### config.mk
export PLATFORM = sky130hd
export DESIGN_NAME = nvm_self_access_controller
export DESIGN_NICKNAME = d
export VERILOG_FILES = /design/src/hw/nvm_pkg.sv /design/src/hw/nvm_self_access_controller.sv /design/src/hw/nvm_unlock_seq.sv
export SDC_FILE = /design/constraint.sdc
export NUM_CORES = 1
export LEC_CHECK = 0
export BUFFER_PORTS_ARGS = -buffer_cell sky130_fd_sc_hd__buf_2
export CAP_MARGIN = 25
export CORE_MARGIN = 1.5
export CORE_UTILIZATION = 55
export CTS_BUF_LIST = sky130_fd_sc_hd__clkbuf_4 sky130_fd_sc_hd__clkbuf_8
export DETAILED_ROUTE_END_ITERATION = 7
export PLACE_DENSITY = 0.88
export SLEW_MARGIN = 5
export SYNTH_ARGS = -nofsm -noshare
export SYNTH_HDL_FRONTEND = slang
export SYNTH_SLANG_ARGS = --single-unit
### constraint.sdc
create_clock -name clk_sys -period 5.8 [get_ports clk_sys]
set_clock_uncertainty 0.15 [all_clocks]
set_input_delay 0.29 -clock clk_sys [delete_from_list [all_inputs] [get_ports clk_sys]]
set_output_delay 0.29 -clock clk_sys [all_outputs]
set_load 0.05 [all_outputs]
### src/hw/nvm_pkg.sv
// package: register map, field layout and timing of the nvm self-access controller
// Function
// - eeprom read: load low address, select data space, set read-start; byte next cycle
// - value low keeps the last read byte until next read or software write
// - each write needs 55h then AAh to the unlock port, then write-start
// - write-start cannot become set while modify permit is clear
// - only software changes modify permit; completion leaves it alone
// - a started write runs to its end even if permit is cleared
// - at write end, write-start clears and the done flag sets
// - hardware never clears the done flag; software clears it after each write
// - flash read: load both address bytes, select program space, set read-start
// - flash read uses the second cycle after read-start; the first cycle after it is discarded
// - flash word lands in value low and high and holds until next read or software write
// - write-start with program space selected is dropped at once, nothing happens
// - completion interrupt needs the peripheral gate as well as its own enable
package nvm_pkg;

    // ------------------------------------------------------------
    // register byte offsets
    // ------------------------------------------------------------
    localparam logic [7:0] OFS_ADDR_LO = 8'h00;
    localparam logic [7:0] OFS_ADDR_HI = 8'h04;
    localparam logic [7:0] OFS_VAL_LO  = 8'h08;
    localparam logic [7:0] OFS_VAL_HI  = 8'h0C;
    localparam logic [7:0] OFS_CTRL    = 8'h10;
    localparam logic [7:0] OFS_UNLOCK  = 8'h14;
    localparam logic [7:0] OFS_IRQ     = 8'h18;

    // ------------------------------------------------------------
    // field positions
    // ------------------------------------------------------------
    localparam int CTL_RD     = 0;
    localparam int CTL_WR     = 1;
    localparam int CTL_PERMIT = 2;
    localparam int CTL_PSS    = 7;
    localparam int IRQ_DONE   = 0;
    localparam int IRQ_EN     = 1;
    localparam int IRQ_GATE   = 2;

    // ------------------------------------------------------------
    // reset values, keys, timing, responses
    // ------------------------------------------------------------
    localparam logic [7:0] RST_BYTE     = 8'h00;
    localparam logic [7:0] KEY_FIRST    = 8'h55;
    localparam logic [7:0] KEY_SECOND   = 8'hAA;
    localparam logic [4:0] WRITE_CYCLES = 5'h10;
    localparam logic [1:0] RESP_OKAY    = 2'h0;
    localparam logic [1:0] RESP_SLVERR  = 2'h2;

    // ------------------------------------------------------------
    // state types
    // ------------------------------------------------------------
    typedef enum logic [1:0] {SEQ_IDLE, SEQ_FIRST, SEQ_ARMED} seq_t;
    typedef enum logic [1:0] {OP_IDLE, OP_WRITE, OP_FL_WAIT, OP_FL_ACC} op_t;

endpackage

### src/hw/nvm_self_access_controller.sv
// module: axi4-lite register front end and sequencer for eeprom and flash self access
`timescale 1ns/1ps
`default_nettype none
module nvm_self_access_controller
    import nvm_pkg::*;
(
    // clock and reset
    input  wire logic        clk_sys,
    input  wire logic        rst_b,
    // axi4-lite write address
    input  wire logic [7:0]  awaddr,
    input  wire logic        awvalid,
    output logic             awready,
    // axi4-lite write data
    input  wire logic [31:0] wdata,
    input  wire logic [3:0]  wstrb,
    input  wire logic        wvalid,
    output logic             wready,
    // axi4-lite write response
    output logic [1:0]       bresp,
    output logic             bvalid,
    input  wire logic        bready,
    // axi4-lite read
    input  wire logic [7:0]  araddr,
    input  wire logic        arvalid,
    output logic             arready,
    output logic [31:0]      rdata,
    output logic [1:0]       rresp,
    output logic             rvalid,
    input  wire logic        rready,
    // data eeprom array
    output logic [7:0]       eeAddr,
    output logic [7:0]       eeWrData,
    output logic             eeWrEn,
    input  wire logic [7:0]  eeRdData,
    // flash program array
    output logic [15:0]      flashAddr,
    output logic             flashRdEn,
    input  wire logic [15:0] flashRdData,
    // completion interrupt
    output logic             nvmIrq
);

    // ------------------------------------------------------------
    // decode helpers
    // ------------------------------------------------------------
    function automatic logic isReg(input logic [7:0] a, input logic [7:0] ofs);
        return a == ofs;
    endfunction

    function automatic logic isMapped(input logic [7:0] a);
        return (a[1:0] == 2'h0) && (a <= OFS_IRQ);
    endfunction

    // ------------------------------------------------------------
    // storage
    // ------------------------------------------------------------
    logic [7:0] awAddr_r;
    logic       awHeld_r;
    logic [7:0] wByte_r;
    logic       wLane_r;
    logic       wHeld_r;
    logic       bvalid_r;
    logic [1:0] bresp_r;
    logic       rvalid_r;
    logic [1:0] rresp_r;
    logic [7:0] rByte_r;
    logic [7:0] addrLo_r;
    logic [7:0] addrHi_r;
    logic [7:0] valLo_r;
    logic [7:0] valHi_r;
    logic       pss_r;
    logic       permit_r;
    logic       doneFlag_r;
    logic       irqEn_r;
    logic       gate_r;
    logic       eeWrEn_r;
    logic       flashRdEn_r;
    logic [4:0] wrCnt_r;
    logic [4:0] wrCnt_nxt;
    op_t        opSt_r;
    op_t        opSt_nxt;
    logic       seqArmed;

    // ------------------------------------------------------------
    // write channel handshakes
    // ------------------------------------------------------------
    // address and data are parked separately so either may come first
    wire awTake = awvalid && awready;
    wire wTake  = wvalid && wready;
    wire wrDo   = awHeld_r && wHeld_r && !bvalid_r;
    wire arTake = arvalid && arready;

    assign awready = !awHeld_r && !bvalid_r;
    assign wready  = !wHeld_r && !bvalid_r;
    assign arready = !rvalid_r;
    assign bvalid  = bvalid_r;
    assign bresp   = bresp_r;
    assign rvalid  = rvalid_r;
    assign rresp   = rresp_r;
    assign rdata   = {24'h000000, rByte_r};

    // parked address
    always_ff @(posedge clk_sys) begin
        if (!rst_b) begin
            awHeld_r <= 1'b0;
            awAddr_r <= 8'h00;
        end else if (awTake) begin
            awHeld_r <= 1'b1;
            awAddr_r <= awaddr;
        end else if (wrDo) begin
            awHeld_r <= 1'b0;
        end
    end

    // parked data; only the low lane carries register bits
    always_ff @(posedge clk_sys) begin
        if (!rst_b) begin
            wHeld_r <= 1'b0;
            wByte_r <= 8'h00;
            wLane_r <= 1'b0;
        end else if (wTake) begin
            wHeld_r <= 1'b1;
            wByte_r <= wdata[7:0];
            wLane_r <= wstrb[0];
        end else if (wrDo) begin
            wHeld_r <= 1'b0;
        end
    end

    // write response, error for holes in the map
    always_ff @(posedge clk_sys) begin
        if (!rst_b) begin
            bvalid_r <= 1'b0;
            bresp_r  <= RESP_OKAY;
        end else if (wrDo) begin
            bvalid_r <= 1'b1;
            bresp_r  <= isMapped(awAddr_r) ? RESP_OKAY : RESP_SLVERR;
        end else if (bready) begin
            bvalid_r <= 1'b0;
        end
    end

    // ------------------------------------------------------------
    // register write selects
    // ------------------------------------------------------------
    wire wrLane   = wrDo && wLane_r;
    wire weAddrLo = wrLane && isReg(awAddr_r, OFS_ADDR_LO);
    wire weAddrHi = wrLane && isReg(awAddr_r, OFS_ADDR_HI);
    wire weValLo  = wrLane && isReg(awAddr_r, OFS_VAL_LO);
    wire weValHi  = wrLane && isReg(awAddr_r, OFS_VAL_HI);
    wire ctlWe    = wrLane && isReg(awAddr_r, OFS_CTRL);
    wire unlockWe = wrLane && isReg(awAddr_r, OFS_UNLOCK);
    wire irqWe    = wrLane && isReg(awAddr_r, OFS_IRQ);

    // ------------------------------------------------------------
    // operation start decode
    // ------------------------------------------------------------
    wire pssNew    = wByte_r[CTL_PSS];
    wire permitNew = wByte_r[CTL_PERMIT];
    wire opIdle    = (opSt_r == OP_IDLE);
    wire wrBit     = (opSt_r == OP_WRITE);
    wire rdBit     = (opSt_r == OP_FL_WAIT) || (opSt_r == OP_FL_ACC);
    // a program-space write request never reaches the write bit
    wire pgmWrDrop = ctlWe && wByte_r[CTL_WR] && pssNew;
    wire wrStart   = ctlWe && wByte_r[CTL_WR] && seqArmed && permitNew
                     && !pssNew && opIdle;
    wire rdStart   = ctlWe && wByte_r[CTL_RD] && opIdle && !wrStart;
    wire eeRdStart = rdStart && !pssNew;
    wire flRdStart = rdStart && pssNew;
    wire flLatch   = (opSt_r == OP_FL_ACC);
    wire doneSet   = wrBit && (wrCnt_r == 5'h00);
    wire doneClr   = irqWe && !wByte_r[IRQ_DONE];

    // ------------------------------------------------------------
    // unlock sequencer
    // ------------------------------------------------------------
    nvm_unlock_seq uSeq (
        .clk_sys (clk_sys),
        .rst_b   (rst_b),
        .access  (wrDo || arTake),
        .keyWr   (unlockWe),
        .key     (wByte_r),
        .busy    (wrBit),
        .armed   (seqArmed)
    );

    // ------------------------------------------------------------
    // operation sequencer
    // ------------------------------------------------------------
    // write timing ignores permit once running, so clearing it cannot cut a write short
    always_comb begin
        opSt_nxt  = opSt_r;
        wrCnt_nxt = wrCnt_r;
        case (opSt_r)
            OP_IDLE: begin
                if (wrStart) begin
                    opSt_nxt  = OP_WRITE;
                    wrCnt_nxt = WRITE_CYCLES - 5'h01;
                end else if (flRdStart) begin
                    opSt_nxt = OP_FL_WAIT;
                end
            end
            OP_WRITE: begin
                if (wrCnt_r == 5'h00) begin
                    opSt_nxt = OP_IDLE;
                end else begin
                    wrCnt_nxt = wrCnt_r - 5'h01;
                end
            end
            OP_FL_WAIT: begin
                opSt_nxt = OP_FL_ACC;
            end
            default: begin
                opSt_nxt = OP_IDLE;
            end
        endcase
    end

    // sequencer state
    always_ff @(posedge clk_sys) begin
        if (!rst_b) begin
            opSt_r  <= OP_IDLE;
            wrCnt_r <= 5'h00;
        end else begin
            opSt_r  <= opSt_nxt;
            wrCnt_r <= wrCnt_nxt;
        end
    end

    // array strobes: one cycle each, flash strobe marks the access slot
    always_ff @(posedge clk_sys) begin
        if (!rst_b) begin
            eeWrEn_r    <= 1'b0;
            flashRdEn_r <= 1'b0;
        end else begin
            eeWrEn_r    <= wrStart;
            flashRdEn_r <= (opSt_r == OP_FL_WAIT);
        end
    end

    assign eeWrEn    = eeWrEn_r;
    assign flashRdEn = flashRdEn_r;
    assign eeAddr    = addrLo_r;
    assign eeWrData  = valLo_r;
    assign flashAddr = {addrHi_r, addrLo_r};

    // ------------------------------------------------------------
    // software registers
    // ------------------------------------------------------------
    // address bytes
    always_ff @(posedge clk_sys) begin
        if (!rst_b) begin
            addrLo_r <= RST_BYTE;
            addrHi_r <= RST_BYTE;
        end else begin
            if (weAddrLo) addrLo_r <= wByte_r;
            if (weAddrHi) addrHi_r <= wByte_r;
        end
    end

    // value bytes: hardware load beats a software write in the same cycle
    always_ff @(posedge clk_sys) begin
        if (!rst_b) begin
            valLo_r <= RST_BYTE;
            valHi_r <= RST_BYTE;
        end else begin
            if (eeRdStart) valLo_r <= eeRdData;
            else if (flLatch) valLo_r <= flashRdData[7:0];
            else if (weValLo) valLo_r <= wByte_r;
            if (flLatch) valHi_r <= flashRdData[15:8];
            else if (weValHi) valHi_r <= wByte_r;
        end
    end

    // control bits: permit moves only on a software write
    always_ff @(posedge clk_sys) begin
        if (!rst_b) begin
            pss_r    <= 1'b0;
            permit_r <= 1'b0;
        end else if (ctlWe) begin
            pss_r    <= pssNew;
            permit_r <= permitNew;
        end
    end

    // done flag: a completion in the clearing cycle still wins
    always_ff @(posedge clk_sys) begin
        if (!rst_b) begin
            doneFlag_r <= 1'b0;
            irqEn_r    <= 1'b0;
            gate_r     <= 1'b0;
        end else begin
            doneFlag_r <= doneSet || (doneFlag_r && !doneClr);
            if (irqWe) begin
                irqEn_r <= wByte_r[IRQ_EN];
                gate_r  <= wByte_r[IRQ_GATE];
            end
        end
    end

    // completion request needs both its own enable and the peripheral gate
    assign nvmIrq = doneFlag_r && irqEn_r && gate_r;

    // ------------------------------------------------------------
    // read path
    // ------------------------------------------------------------
    wire [7:0] ctlView = {pss_r, 4'h0, permit_r, wrBit, rdBit};
    wire [7:0] irqView = {5'h00, gate_r, irqEn_r, doneFlag_r};
    wire [7:0] rdMux   =
        isReg(araddr, OFS_ADDR_LO) ? addrLo_r :
        isReg(araddr, OFS_ADDR_HI) ? addrHi_r :
        isReg(araddr, OFS_VAL_LO)  ? valLo_r  :
        isReg(araddr, OFS_VAL_HI)  ? valHi_r  :
        isReg(araddr, OFS_CTRL)    ? ctlView  :
        isReg(araddr, OFS_IRQ)     ? irqView  : 8'h00;

    // read data registered one cycle after the address is taken
    always_ff @(posedge clk_sys) begin
        if (!rst_b) begin
            rvalid_r <= 1'b0;
            rresp_r  <= RESP_OKAY;
            rByte_r  <= 8'h00;
        end else if (arTake) begin
            rvalid_r <= 1'b1;
            rresp_r  <= isMapped(araddr) ? RESP_OKAY : RESP_SLVERR;
            rByte_r  <= rdMux;
        end else if (rready) begin
            rvalid_r <= 1'b0;
        end
    end

    // ------------------------------------------------------------
    // checks
    // ------------------------------------------------------------
    localparam int WrDoneLat = int'(WRITE_CYCLES) + 1;
endmodule
`default_nettype wire

### src/hw/nvm_unlock_seq.sv
// module: two-key unlock sequencer gating the eeprom write start
`timescale 1ns/1ps
`default_nettype none
module nvm_unlock_seq
    import nvm_pkg::*;
(
    // clock and reset
    input  wire logic       clk_sys,
    input  wire logic       rst_b,
    // register traffic
    input  wire logic       access,
    input  wire logic       keyWr,
    input  wire logic [7:0] key,
    input  wire logic       busy,
    // result
    output logic            armed
);

    seq_t st_r;
    seq_t st_nxt;

    // ------------------------------------------------------------
    // sequence decode
    // ------------------------------------------------------------
    // any access steps the sequence; only the exact next key advances
    always_comb begin
        st_nxt = st_r;
        if (busy) begin
            st_nxt = SEQ_IDLE;
        end else if (access) begin
            case (st_r)
                SEQ_IDLE: begin
                    st_nxt = (keyWr && key == KEY_FIRST) ? SEQ_FIRST : SEQ_IDLE;
                end
                SEQ_FIRST: begin
                    st_nxt = (keyWr && key == KEY_SECOND) ? SEQ_ARMED : SEQ_IDLE;
                end
                default: begin
                    st_nxt = SEQ_IDLE;
                end
            endcase
        end
    end

    // state register
    always_ff @(posedge clk_sys) begin
        if (!rst_b) begin
            st_r <= SEQ_IDLE;
        end else begin
            st_r <= st_nxt;
        end
    end

    // armed only for the one access that follows the second key
    assign armed = (st_r == SEQ_ARMED);
endmodule
`default_nettype wire
==> flow_metrics.py <==
metrics = {
    "setup_path": {
        "crit_type": "reg2reg",
        "arrival_ps": 2620,
        "critPathLaunchType": "flip-flop",
        "crit_chain": "or4_4 -> nor4_1 -> nand3b_1 -> mux2i_1",
        "crit_fanout": 8,
        "slowest_stage": "or4_4",
        "crit_path_max_incr_delay_ps": 600,
        "endpoint_kind": "flip-flop",
        "cp.required_ps": 5930,
    },
    "logic_synthesis": {
        "ys_seq_elements": 79,
        "syn-instance-count": 495,
        "synth_ff_type": "dfxtp_1",
        "syn-cell-area_um2": 4150,
        "synthDistinctLibCells": 55,
        "seq_area_frac_synth": 0.381,
        "synth-edff-count": 0,
        "synthArstFlopShare": 0,
        "avgSynthCellArea_um2": 8.39,
        "yosys_warnings": 0,
    },
    "clock_tree": {
        "ctsLongestPathBuffers": 2,
        "cts_buffers": 9,
        "clk-insertion-delay-late_ps": 350,
        "cts_resized": 0,
        "cts_setup_buffers": 0,
        "cts.sinks": 79,
        "cts_root_buf": "clkbuf_8",
        "clk_pin_slew_ps": 80,
        "ctsHoldBuffers": 0,
        "h-tree-depth": 3,
        "cts_tree": "yes",
    },
    "timing": {
        "period_needed_ps": 2500,
        "setup_tns_ps": 0,
        "slew_headroom": 0.321,
        "whs_ps": 12.1,
        "timing.final.ws_setup_ps": 3300,
        "rsz0062_at_grt": "false",
        "finalSetupViolCount": 0,
        "finalHoldViolations": 0,
        "maxSlewViolCount": 0,
        "clock.fmax_ghz": 0.401,
        "worst_pin_slew_ps": 1010,
        "timing.final.crit_share": 0.430,
    },
    "placement": {
        "place_ws_ps": 3360,
        "place_area_um2": 4510,
        "io_buffers": 105,
        "placed_cells": 658,
        "dp_hpwl_um": 7200,
        "place.gp.congestion": 0.931,
    },
    "die": {
        "initial_core_util": 0.569,
        "dieWidth_um": 89.9,
        "fp.dieH_um": 89.9,
        "pin_count": 159,
        "rows": 31,
        "coreArea_um2": 7290,
        "dieArea_um2": 8080,
    },
    "pwr": {
        "intPower_mw": 0.854,
        "share_comb_of_total_power": 0.125,
        "irDropWorstVdd_uv": 156,
        "seqPwrFrac": 0.483,
        "power_density_nw_per_um2": 249,
        "power_mw": 1.18,
        "power_switching_mw": 0.328,
        "switching_share": 0.278,
        "power_frac_clock": 0.392,
        "p_leak_nw": 2.08,
    },
    "final_layout": {
        "area_growth_pct": 14.2,
        "final_cell_mix": "buf_2 (105), nand2_1 (88), dfxtp_1 (79)",
        "antenna_cells": 0,
        "drive_above_1_share": 0.240,
        "final_common_cell": "buf_2",
        "fillers": 620,
        "ff_latch_area_um2": 1580,
        "fin_nets": 655,
        "finalInstanceArea_um2": 4740,
        "final_util": 0.650,
        "multiInputGateArea_um2": 2250,
        "stdcell_count": 674,
    },
    "global_route": {
        "grt_busiest_layer": "met2",
        "grt_max_degree": 82,
        "grtUsageMet1": 0.329,
        "grt_pass1_wl_um": 16200,
        "grt_use_total": 0.244,
        "grtUsageMet2": 0.375,
        "antenna_found_initial": 0,
        "grt_use_met3": 0.0482,
        "grt_pass1_vias": 3378,
        "grt-ovfl-total": 0,
    },
    "detailed_routing": {
        "drt-wirelength-per-cell_um": 14.7,
        "drt-total-wl_um": 9900,
        "drc_errors": 0,
        "dr.pass1.iters": 5,
        "vias": 3814,
        "drt_iter0_drc": 292,
        "ant_nets": 0,
        "vias_per_cell": 5.66,
    },
    "job": {
        "max_cap_viol_count": 0,
    },
    "hold_path": {
        "hold_class": "in2reg",
    },
    "outcome": {
        "status": "complete, no violations",
    },
}
[power groups by stage]
stage          sequential (mW)  clock (mW)  combinational [mW]
5_1_grt                  0.573       0.492               0.160
6_report                 0.571       0.463               0.148
3_3_place_gp             0.583           0               0.143
3_5_place_dp             0.583           0               0.146
2_1_floorplan            0.579           0               0.128
4_1_cts                  0.571       0.466               0.147
[kinds of logic after synthesis]
group,share of synthesized area
buffers and inverters,0.0992
adders and majority gates,0.00603
DFF,0.381
muxes,0.108
AOI/OAI and AO/OA,0.163
and+or+nand+nor,0.240
xor gates and xnor gates,0.00211
other,0.000903
[registers in the layout, summed over array words and instances, names as in the netlist, 2 cells and up]
| signal | count |
|---|---|
| eeWrData | 8 |
| eeAddr | 8 |
| wByte_r | 8 |
| awAddr_r | 8 |
| opSt_r | 2 |
| addrHi_r | 8 |
| uSeq.st_r | 2 |
| valHi_r | 8 |
| wrCnt_r | 5 |
| rByte_r | 8 |
[final timing paths]
check | from | endpoint | slack (ps) | cells after the start
max | awAddr_r[1] | addrHi_r[4] | 3300 | 4
min | eeRdData[6] | eeWrData[6] | 10 | 3
max reg2reg | awAddr_r[1] | addrHi_r[4] | 3300 | 4
min reg2reg | rByte_r[6] | rByte_r[6] | 310 | 2
[synth_stat cells, drive strengths merged (7+ instances only)]
cell type / count / area share
a21boi: 21 / 0.038
a21oi: 16 / 0.019
and2: 7 / 0.011
buf: 38 / 0.068
clkbuf: 29 / 0.026
dfxtp: 79 / 0.38
mux2i: 38 / 0.092
nand2: 88 / 0.080
nand4: 9 / 0.014
nor2: 28 / 0.025
nor2b: 8 / 0.012
nor3: 9 / 0.012
o21ai: 28 / 0.034
o221ai: 8 / 0.017
[cell type report]
type,instances,share of cell area
multi-input cells,368,0.475
flip-flops and latches,79,0.334
repair buffers,106,0.112
clock buffers,11,0.0306
well taps,99,0.0261
clock inverters,5,0.0172
inverters,6,0.00475
[critical path: cells and delay by family (launching register included)]
family | cells | cell delay, ps
and+or+nand+nor | 3 | 1620
muxes | 1 | 330
DFF | 1 | 320
[layer usage]
metal	vias up	routed length (um)
met5	-	0
met4	0	265
met3	22	840
met2	201	4410
met1	1755	4390
li1	1836	-
(Power assumes the default switching activity.)
